<file path="src/common/mies_pkg.sv">
// Overview of operation
// - immediate minus accumulator sets Z, DC, C
// - carry is inverted borrow on subtract
// - table address {pointer bit0, accumulator}, low byte
// - word bits 13..8 go to table high
// - accumulator copied into timer0 mode register
// - timer0 mode register copied into accumulator
// - xor with file, Z, d picks target
// - xor with immediate into accumulator, Z
package mies_pkg;
   // operation codes presented by the instruction decoder
   typedef enum logic [2:0] {
      MIES_OP_NONE    = 3'h0,
      MIES_OP_SUBIMM  = 3'h1,
      MIES_OP_TABLE   = 3'h2,
      MIES_OP_TMDLOAD = 3'h3,
      MIES_OP_TMDREAD = 3'h4,
      MIES_OP_XORFILE = 3'h5,
      MIES_OP_XORIMM  = 3'h6
   } mies_op_t;
   // table read sequencer states
   typedef enum logic [0:0] {
      MIES_ST_IDLE  = 1'h0,
      MIES_ST_FETCH = 1'h1
   } mies_state_t;
   localparam int          MIES_DATA_W   = 8;
   localparam int          MIES_ROM_W    = 14;
   localparam int          MIES_ADDR_W   = 9;
   localparam int          MIES_TABLE_DATA_HIGH_W   = 6;
   localparam int          MIES_NIB      = 4;
   localparam logic [7:0]  MIES_ACC_RST  = 8'h00;
   localparam logic [7:0]  MIES_TMD_RST  = 8'hff;
   localparam logic [5:0]  MIES_TABLE_DATA_HIGH_RST = 6'h00;
endpackage

</file>
<file path="src/mies_sub_unit.sv">
`timescale 1ns/10ps
// subtracter: minuend minus subtrahend with borrow-style flags
module mies_sub_unit (
   input  wire logic [7:0] minuend,
   input  wire logic [7:0] subtrahend,
   output logic      [7:0] diff,
   output logic            carry,
   output logic            halfCarry
);
   logic [8:0] full;  // nine bits, top bit is the borrow
   logic [4:0] low;   // low nibble with borrow
   always_comb begin
      full      = {1'b0, minuend} - {1'b0, subtrahend};
      low       = {1'b0, minuend[3:0]} - {1'b0, subtrahend[3:0]};
      diff      = full[7:0];
      carry     = ~full[8];   // set when no borrow
      halfCarry = ~low[4];    // nibble borrow inverted likewise
   end
endmodule

</file>
<file path="src/mies_exec.sv">
`timescale 1ns/10ps
// execution unit for the subtract, xor, timer-mode and table-read subset
module mies_exec (
   input  wire logic                clk_sys,
   input  wire logic                rst,
   input  wire logic                opValid,       // decoder presents an instruction
   input  wire mies_pkg::mies_op_t  opCode,        // which instruction
   input  wire logic [7:0]          immediate,     // immediate operand
   input  wire logic                destFile,      // 0 accumulator, 1 file register
   input  wire logic [7:0]          fileData,      // read data of the addressed file
   input  wire logic [7:0]          tablePointerHigh, // pointer register, bit 0 used
   input  wire logic [13:0]         romData,       // program rom word, one cycle late
   output logic      [7:0]          accumulator,
   output logic      [7:0]          timer0ModeReg,
   output logic      [5:0]          tableDataHigh,
   output logic                     zeroFlag,
   output logic                     halfCarryFlag,
   output logic                     carryFlag,
   output logic                     fileWrite,     // pulse: write fileWrData
   output logic      [7:0]          fileWrData,
   output logic      [8:0]          romAddr,
   output logic                     busy,          // high in second table cycle
   output logic                     done           // pulse: instruction retired
);
   mies_pkg::mies_state_t state;       // table read sequencer
   logic [7:0]            subDiff;     // immediate minus accumulator
   logic                  subCarry;    // inverted borrow
   logic                  subHalf;     // inverted nibble borrow
   logic [7:0]            xorFile;     // accumulator xor file
   logic [7:0]            xorImm;      // accumulator xor immediate
   logic                  accept;      // new instruction taken

   // one shared subtracter; immediate is the minuend
   mies_sub_unit uSub (
      .minuend    (immediate),
      .subtrahend (accumulator),
      .diff       (subDiff),
      .carry      (subCarry),
      .halfCarry  (subHalf)
   );

   // new work is taken only while no table read is in flight
   always_comb begin
      accept  = opValid && (state == mies_pkg::MIES_ST_IDLE);
      xorFile = accumulator ^ fileData;
      xorImm  = accumulator ^ immediate;
   end

   // table sequencer: address cycle then data cycle
   always_ff @(posedge clk_sys) begin
      if (rst) begin
         state <= mies_pkg::MIES_ST_IDLE;
      end else begin
         unique case (state)
            mies_pkg::MIES_ST_IDLE: begin
               if (accept && opCode == mies_pkg::MIES_OP_TABLE) begin
                  state <= mies_pkg::MIES_ST_FETCH;
               end
            end
            mies_pkg::MIES_ST_FETCH: begin
               state <= mies_pkg::MIES_ST_IDLE;
            end
         endcase
      end
   end

   // rom address registered so rom sees it for a full cycle
   always_ff @(posedge clk_sys) begin
      if (rst) begin
         romAddr <= '0;
         busy    <= 1'b0;
      end else begin
         if (accept && opCode == mies_pkg::MIES_OP_TABLE) begin
            romAddr <= {tablePointerHigh[0], accumulator};
            busy    <= 1'b1;
         end else begin
            busy    <= 1'b0;
         end
      end
   end

   // accumulator update
   always_ff @(posedge clk_sys) begin
      if (rst) begin
         accumulator <= mies_pkg::MIES_ACC_RST;
      end else if (state == mies_pkg::MIES_ST_FETCH) begin
         accumulator <= romData[7:0];
      end else if (accept) begin
         unique case (opCode)
            mies_pkg::MIES_OP_SUBIMM:  accumulator <= subDiff;
            mies_pkg::MIES_OP_TMDREAD: accumulator <= timer0ModeReg;
            mies_pkg::MIES_OP_XORFILE: begin
               if (!destFile) begin
                  accumulator <= xorFile;
               end
            end
            mies_pkg::MIES_OP_XORIMM:  accumulator <= xorImm;
            default: ; // table, load and none leave it alone
         endcase
      end
   end

   // timer0 mode register
   always_ff @(posedge clk_sys) begin
      if (rst) begin
         timer0ModeReg <= mies_pkg::MIES_TMD_RST;
      end else if (accept && opCode == mies_pkg::MIES_OP_TMDLOAD) begin
         timer0ModeReg <= accumulator;
      end
   end

   // table high data
   always_ff @(posedge clk_sys) begin
      if (rst) begin
         tableDataHigh <= mies_pkg::MIES_TABLE_DATA_HIGH_RST;
      end else if (state == mies_pkg::MIES_ST_FETCH) begin
         tableDataHigh <= romData[13:8];
      end
   end

   // status flags
   always_ff @(posedge clk_sys) begin
      if (rst) begin
         zeroFlag      <= 1'b0;
         halfCarryFlag <= 1'b0;
         carryFlag     <= 1'b0;
      end else if (accept) begin
         if (opCode == mies_pkg::MIES_OP_SUBIMM) begin
            zeroFlag      <= (subDiff == 8'h00);
            halfCarryFlag <= subHalf;
            carryFlag     <= subCarry;
         end else if (opCode == mies_pkg::MIES_OP_XORFILE) begin
            zeroFlag      <= (xorFile == 8'h00);
         end else if (opCode == mies_pkg::MIES_OP_XORIMM) begin
            zeroFlag      <= (xorImm == 8'h00);
         end
      end
   end

   // file write-back and retire pulse
   always_ff @(posedge clk_sys) begin
      if (rst) begin
         fileWrite  <= 1'b0;
         fileWrData <= 8'h00;
         done       <= 1'b0;
      end else begin
         fileWrite  <= accept && opCode == mies_pkg::MIES_OP_XORFILE && destFile;
         fileWrData <= xorFile;
         done       <= (state == mies_pkg::MIES_ST_FETCH) ||
                       (accept && opCode != mies_pkg::MIES_OP_TABLE
                        && opCode != mies_pkg::MIES_OP_NONE);
      end
   end

   // checks
   property p_sub_res;
      @(posedge clk_sys) disable iff (rst)
      accept && opCode == mies_pkg::MIES_OP_SUBIMM |=>
      accumulator == $past(immediate) - $past(accumulator);
   endproperty
   a_sub_res: assert property (p_sub_res) else $error("subtract result wrong");
   // half carry is an inverted nibble borrow; zero follows the difference
   property p_sub_dc;
      @(posedge clk_sys) disable iff (rst)
      accept && opCode == mies_pkg::MIES_OP_SUBIMM |=>
      halfCarryFlag == ($past(immediate[3:0]) >= $past(accumulator[3:0]))
      && zeroFlag == ($past(immediate) == $past(accumulator));
   endproperty
   a_sub_dc: assert property (p_sub_dc) else $error("subtract flags wrong");
   // xor into the accumulator must not also write the file back
   property p_xor_a;
      @(posedge clk_sys) disable iff (rst)
      accept && opCode == mies_pkg::MIES_OP_XORFILE && !destFile |=>
      accumulator == ($past(accumulator) ^ $past(fileData)) && !fileWrite
      && zeroFlag == (accumulator == 8'h00);
   endproperty
   a_xor_a: assert property (p_xor_a) else $error("xor file to accumulator wrong");
   property p_sub_c;
      @(posedge clk_sys) disable iff (rst)
      accept && opCode == mies_pkg::MIES_OP_SUBIMM |=>
      carryFlag == ($past(immediate) >= $past(accumulator));
   endproperty
   a_sub_c: assert property (p_sub_c) else $error("carry not inverted borrow");
   property p_tbl_lo;
      @(posedge clk_sys) disable iff (rst)
      accept && opCode == mies_pkg::MIES_OP_TABLE |=>
      romAddr == {$past(tablePointerHigh[0]), $past(accumulator)} ##1
      accumulator == $past(romData[7:0]);
   endproperty
   a_tbl_lo: assert property (p_tbl_lo) else $error("table low byte wrong");
   property p_tbl_hi;
      @(posedge clk_sys) disable iff (rst)
      accept && opCode == mies_pkg::MIES_OP_TABLE |-> ##2 tableDataHigh == $past(romData[13:8]);
   endproperty
   a_tbl_hi: assert property (p_tbl_hi) else $error("table high wrong");
   property p_tmd_ld;
      @(posedge clk_sys) disable iff (rst)
      accept && opCode == mies_pkg::MIES_OP_TMDLOAD |=>
      timer0ModeReg == $past(accumulator) && $stable(accumulator);
   endproperty
   a_tmd_ld: assert property (p_tmd_ld) else $error("mode load wrong");
   property p_tmd_rd;
      @(posedge clk_sys) disable iff (rst)
      accept && opCode == mies_pkg::MIES_OP_TMDREAD |=>
      accumulator == $past(timer0ModeReg) && $stable(timer0ModeReg) && done;
   endproperty
   a_tmd_rd: assert property (p_tmd_rd) else $error("mode read wrong");
   property p_xor_f;
      @(posedge clk_sys) disable iff (rst)
      accept && opCode == mies_pkg::MIES_OP_XORFILE && destFile |=>
      fileWrite && fileWrData == ($past(accumulator) ^ $past(fileData)) && $stable(accumulator);
   endproperty
   a_xor_f: assert property (p_xor_f) else $error("xor file write wrong");
   property p_xor_i;
      @(posedge clk_sys) disable iff (rst)
      accept && opCode == mies_pkg::MIES_OP_XORIMM |=>
      accumulator == ($past(accumulator) ^ $past(immediate)) && zeroFlag == (accumulator == 8'h00);
   endproperty
   a_xor_i: assert property (p_xor_i) else $error("xor immediate wrong");
   property p_tbl_two;
      @(posedge clk_sys) disable iff (rst)
      accept && opCode == mies_pkg::MIES_OP_TABLE |=> busy && !done ##1 done && !busy;
   endproperty
   a_tbl_two: assert property (p_tbl_two) else $error("table not two cycles");
   c_table: cover property (@(posedge clk_sys) accept && opCode == mies_pkg::MIES_OP_TABLE);
   c_borrow: cover property (@(posedge clk_sys) accept && opCode == mies_pkg::MIES_OP_SUBIMM
      && !subCarry);
   c_xorwb: cover property (@(posedge clk_sys) fileWrite);
   // an instruction offered while the table read holds the core
   c_refused: cover property (@(posedge clk_sys) opValid && busy);
endmodule

</file>
<file path="config.mk">
export PLATFORM = sky130hd
export DESIGN_NAME = mies_exec
export DESIGN_NICKNAME = d
export VERILOG_FILES = /design/src/common/mies_pkg.sv /design/src/mies_sub_unit.sv /design/src/mies_exec.sv
export SDC_FILE = /design/constraint.sdc
export NUM_CORES = 1
export LEC_CHECK = 0
export ABC_AREA = 1
export BUFFER_PORTS_ARGS = -buffer_cell sky130_fd_sc_hd__buf_2
export CAP_MARGIN = 20
export CORE_MARGIN = 10
export CORE_UTILIZATION = 53
export DETAILED_ROUTE_END_ITERATION = 10
export PLACE_DENSITY = 0.85
export SYNTH_ARGS = -nofsm -noshare
export SYNTH_HDL_FRONTEND = slang
export SYNTH_SLANG_ARGS = --single-unit
</file>
<file path="constraint.sdc">
create_clock -name clk_sys -period 3.65 [get_ports clk_sys]
set_clock_uncertainty 0.1 [all_clocks]
set_input_delay 0.1825 -clock clk_sys [delete_from_list [all_inputs] [get_ports clk_sys]]
set_output_delay 0.1825 -clock clk_sys [all_outputs]
set_load 0.03 [all_outputs]
</file>
==> impl_metrics.csv <==
group,metric,value,unit
detailed_routing,drt-pass1-iter-count,5,
sta,setup-violations-final,0,
final_layout,fin_nets,472,
global_route,grt_pass1_wl,11.6,mm
sta,rsz0062_at_grt,"no",
sta,clock.fmax,483,MHz
sta,finalSetupTns,0,ns
power_and_ir_drop,swShare,36.0,%
setup_path,crit_fanout,6,
die,die_width,87.5,um
job,drv_cap,0,
yosys,synthAdderAreaFrac,4.98,%
global_route,grt-busiest-layer,"met2",
yosys,avgSynthCellArea,7.18,um2
clock_tree,clkLatencyLatePin,0.31,ns
detailed_routing,viasPerCell,5.28,
min_path,holdPathStages,3,
global_route,grt_max_degree,33,
placement,place_ws,1.63,ns
setup_path,crit_path_start_kind,"register",
yosys,syn_inst,336,
status,status,"complete, but fails checks",
power_and_ir_drop,power.leakage,1.52,nW
status,violations,"hold timing",
final_layout,syn_to_final_growth,21.9,%
sta,fin_ws,1.58,ns
yosys,synthesis.area,2410,um2
power_and_ir_drop,pwr-share-comb,28.3,%
global_route,grt_remaining_overflow,0,
clock_tree,cts-root-buf,"clkbuf_8",
global_route,grt.total_usage,19.1,%
power_and_ir_drop,ir_worst_vdd,0.259,mV
final_layout,diodes,0,
setup_path,endpoint_kind,"register",
min_path,hp-class,"in2reg",
clock_tree,cts_sinks,46,
power_and_ir_drop,clkPwrFrac,26.3,%
sta,fin_crit,2.07,ns
clock_tree,cts_tree,"built",
yosys,synth.area.mux_share,0,%
setup_path,path_class,"reg2reg",
yosys,synth_top_family_by_area,"simple AND/OR/NAND/NOR gates",
clock_tree,path_clk_slew,0.09,ns
global_route,use_met2,31.2,%
yosys,yosys.area_share.simple,25.8,%
sta,hold_violations,1,
detailed_routing,routedWlPerCell,15.9,um
final_layout,final_core_util,67.1,%
detailed_routing,num_vias,2487,
sta,tightest_slew,0.884,ns
clock_tree,cts_setup_buffers,0,
yosys,ys_ff_latch,46,
clock_tree,cts_made_buffers,5,
global_route,first_global_vias,2372,
yosys,ys_types,33,
setup_path,ff2ff_path_depth,8,
detailed_routing,initialDrtViolationCount,186,
die,fp.coreArea,4380,um2
die,start_util,55.0,%
placement,dpl.hpwl,5.94,mm
sta,min_period_over_period,56.7,%
placement,portBuffers,82,
die,die_y,87.5,um
setup_path,arrival,2.20,ns
yosys,ys_seq_area_share,38.2,%
power_and_ir_drop,p_seq_share,45.4,%
global_route,grt_antenna_before_repair,0,
clock_tree,cts_max_path_buffers,2,
yosys,synth_xor_area_share,3.27,%
detailed_routing,drc_errors,0,
sta,fin_hold_ws,-0.00291,ns
power_and_ir_drop,power_switching,0.435,mW
setup_path,worstPathRequired,3.78,ns
final_layout,layout_commonest_cell,"buf_2",
clock_tree,cts.htree.levels,2,
power_and_ir_drop,p_int,0.775,mW
sta,slew_headroom,41.0,%
global_route,grtUsageMet3,5.81,%
power_and_ir_drop,powerDensity,412,nW/um2
sta,maxSlewViolCount,0,
placement,routabilityCongestion,0.920,
die,fp-row-count,24,
yosys,ys_warn_count,0,
global_route,grt_util_met1,23.3,%
yosys,synth_compound_area_share,19.1,%
detailed_routing,ant_nets,0,
die,pin_count,90,
final_layout,drive_above_1_share,26.5,%
final_layout,nFillCells,394,
yosys,synth_nets,390,
die,dieArea,7650,um2
final_layout,layout_common_cells,"buf_2 (82), nand2_1 (60), nor2_1 (48)",
detailed_routing,wirelength,7.47,mm
## layer usage
layer	part of all wire, %	vias to the layer above
met5	0	-
met4	2.2	0
met3	9.9	16
met2	47	124
met1	41	1086
li1	-	1261
## cell usage after synthesis
| cell type | n | area, um2 |
|---|---|---|
| o31ai_1 | 1 | 7.51 |
| buf_6 | 2 | 22.5 |
| nor2_2 | 1 | 6.26 |
| nand3_1 | 15 | 75.1 |
| o211ai_2 | 2 | 25.0 |
| ha_1 | 8 | 100 |
| xnor2_1 | 7 | 61.3 |
| fa_1 | 1 | 20.0 |
| o21ai_0 | 36 | 180 |
| nand3b_1 | 1 | 7.51 |
| xor2_1 | 2 | 17.5 |
| nand3_2 | 1 | 10.0 |
| a21oi_2 | 1 | 8.76 |
| inv_4 | 1 | 6.26 |
| nand2_4 | 2 | 22.5 |
| a21oi_1 | 31 | 155 |
| inv_2 | 7 | 26.3 |
| o21a_1 | 2 | 15.0 |
| or2_2 | 1 | 6.26 |
| nand2_1 | 60 | 225 |
| inv_1 | 32 | 120 |
| clkbuf_1 | 5 | 18.8 |
| buf_4 | 2 | 15.0 |
| nor2_4 | 2 | 22.5 |
| o311ai_0 | 1 | 8.76 |
| nand2_2 | 2 | 12.5 |
| nor3_1 | 4 | 20.0 |
| nor2_1 | 48 | 180 |
| dfxtp_1 | 46 | 921 |
| nor3_4 | 1 | 16.3 |
| o211ai_1 | 8 | 60.1 |
| nand4_1 | 2 | 12.5 |
| and2_1 | 1 | 6.26 |
## metrics by stage
step	area (um2)	power (mW)	std cells	hold WS (ns)
after global placement	2830	0.895	461	0.305
after floorplan	2410	0.791	336	0.152
after global routing	2940	1.26	471	0.0108
after detailed placement	2830	0.900	461	0.313
final	2940	1.21	471	-0.00291
after CTS	2940	1.21	471	0.00196
## power groups by stage
stage	clock, mW	combinational (mW)	sequential [mW]
final	0.318	0.342	0.550
after global routing	0.334	0.376	0.554
after CTS	0.320	0.341	0.550
after detailed placement	0	0.338	0.562
after global placement	0	0.334	0.560
after floorplan	0	0.177	0.614
## worst paths after layout
path | from | end | slack [ns]
worst min register to register | tableDataHigh[4] | tableDataHigh[4] | 0.40
worst max-delay path | accumulator[0] | zeroFlag | 1.58
worst max register to register | accumulator[0] | zeroFlag | 1.58
worst min-delay path | tablePointerHigh[0] | romAddr[8] | -0.003
## cell type report
class	instances	area (um2)	share of cell area, %
sequential	46	921	31.3
timing repair buffer	84	430	14.6
clock buffer	5	68.8	2.34
tap	52	65.1	2.21
clock inverter	3	21.3	0.723
multi-input combinational	241	1280	43.6
inverter	40	153	5.19
## worst max-delay path, stage by stage, from the launching register on
cell,delay (ns)
dfxtp_1,0.39
ha_1,0.24
fa_1,0.44
xor2_1,0.25
and2_1,0.15
nand2_1,0.05
nor2_1,0.12
nand4_1,0.10
a21oi_1,0.14
## sequential cells by signal (all words and copies together) (netlist names), 6 cells and up
signal	count
romAddr	9
accumulator	8
fileWrData	8
timer0ModeReg	8
tableDataHigh	6
## cell families (layout without fill, tap and decap cells)
logic type | Yosys count | in the layout
AND/OR/NAND/NOR | 141 | 141
AO/OA/AOI/OAI | 82 | 82
buffers and inverters | 49 | 132
flip-flops | 46 | 46
adder cells (fa/ha/maj) | 9 | 9
XOR/XNOR | 9 | 9
## repair_timing
| item | in CTS | in global routing |
|---|---|---|
| hold buffers | 2 | 0 |
| endpoints found under the hold margin | 2 | 0 |
| gates resized for setup | 0 | 0 |
Note: power is estimated with default switching activity, not from simulation.
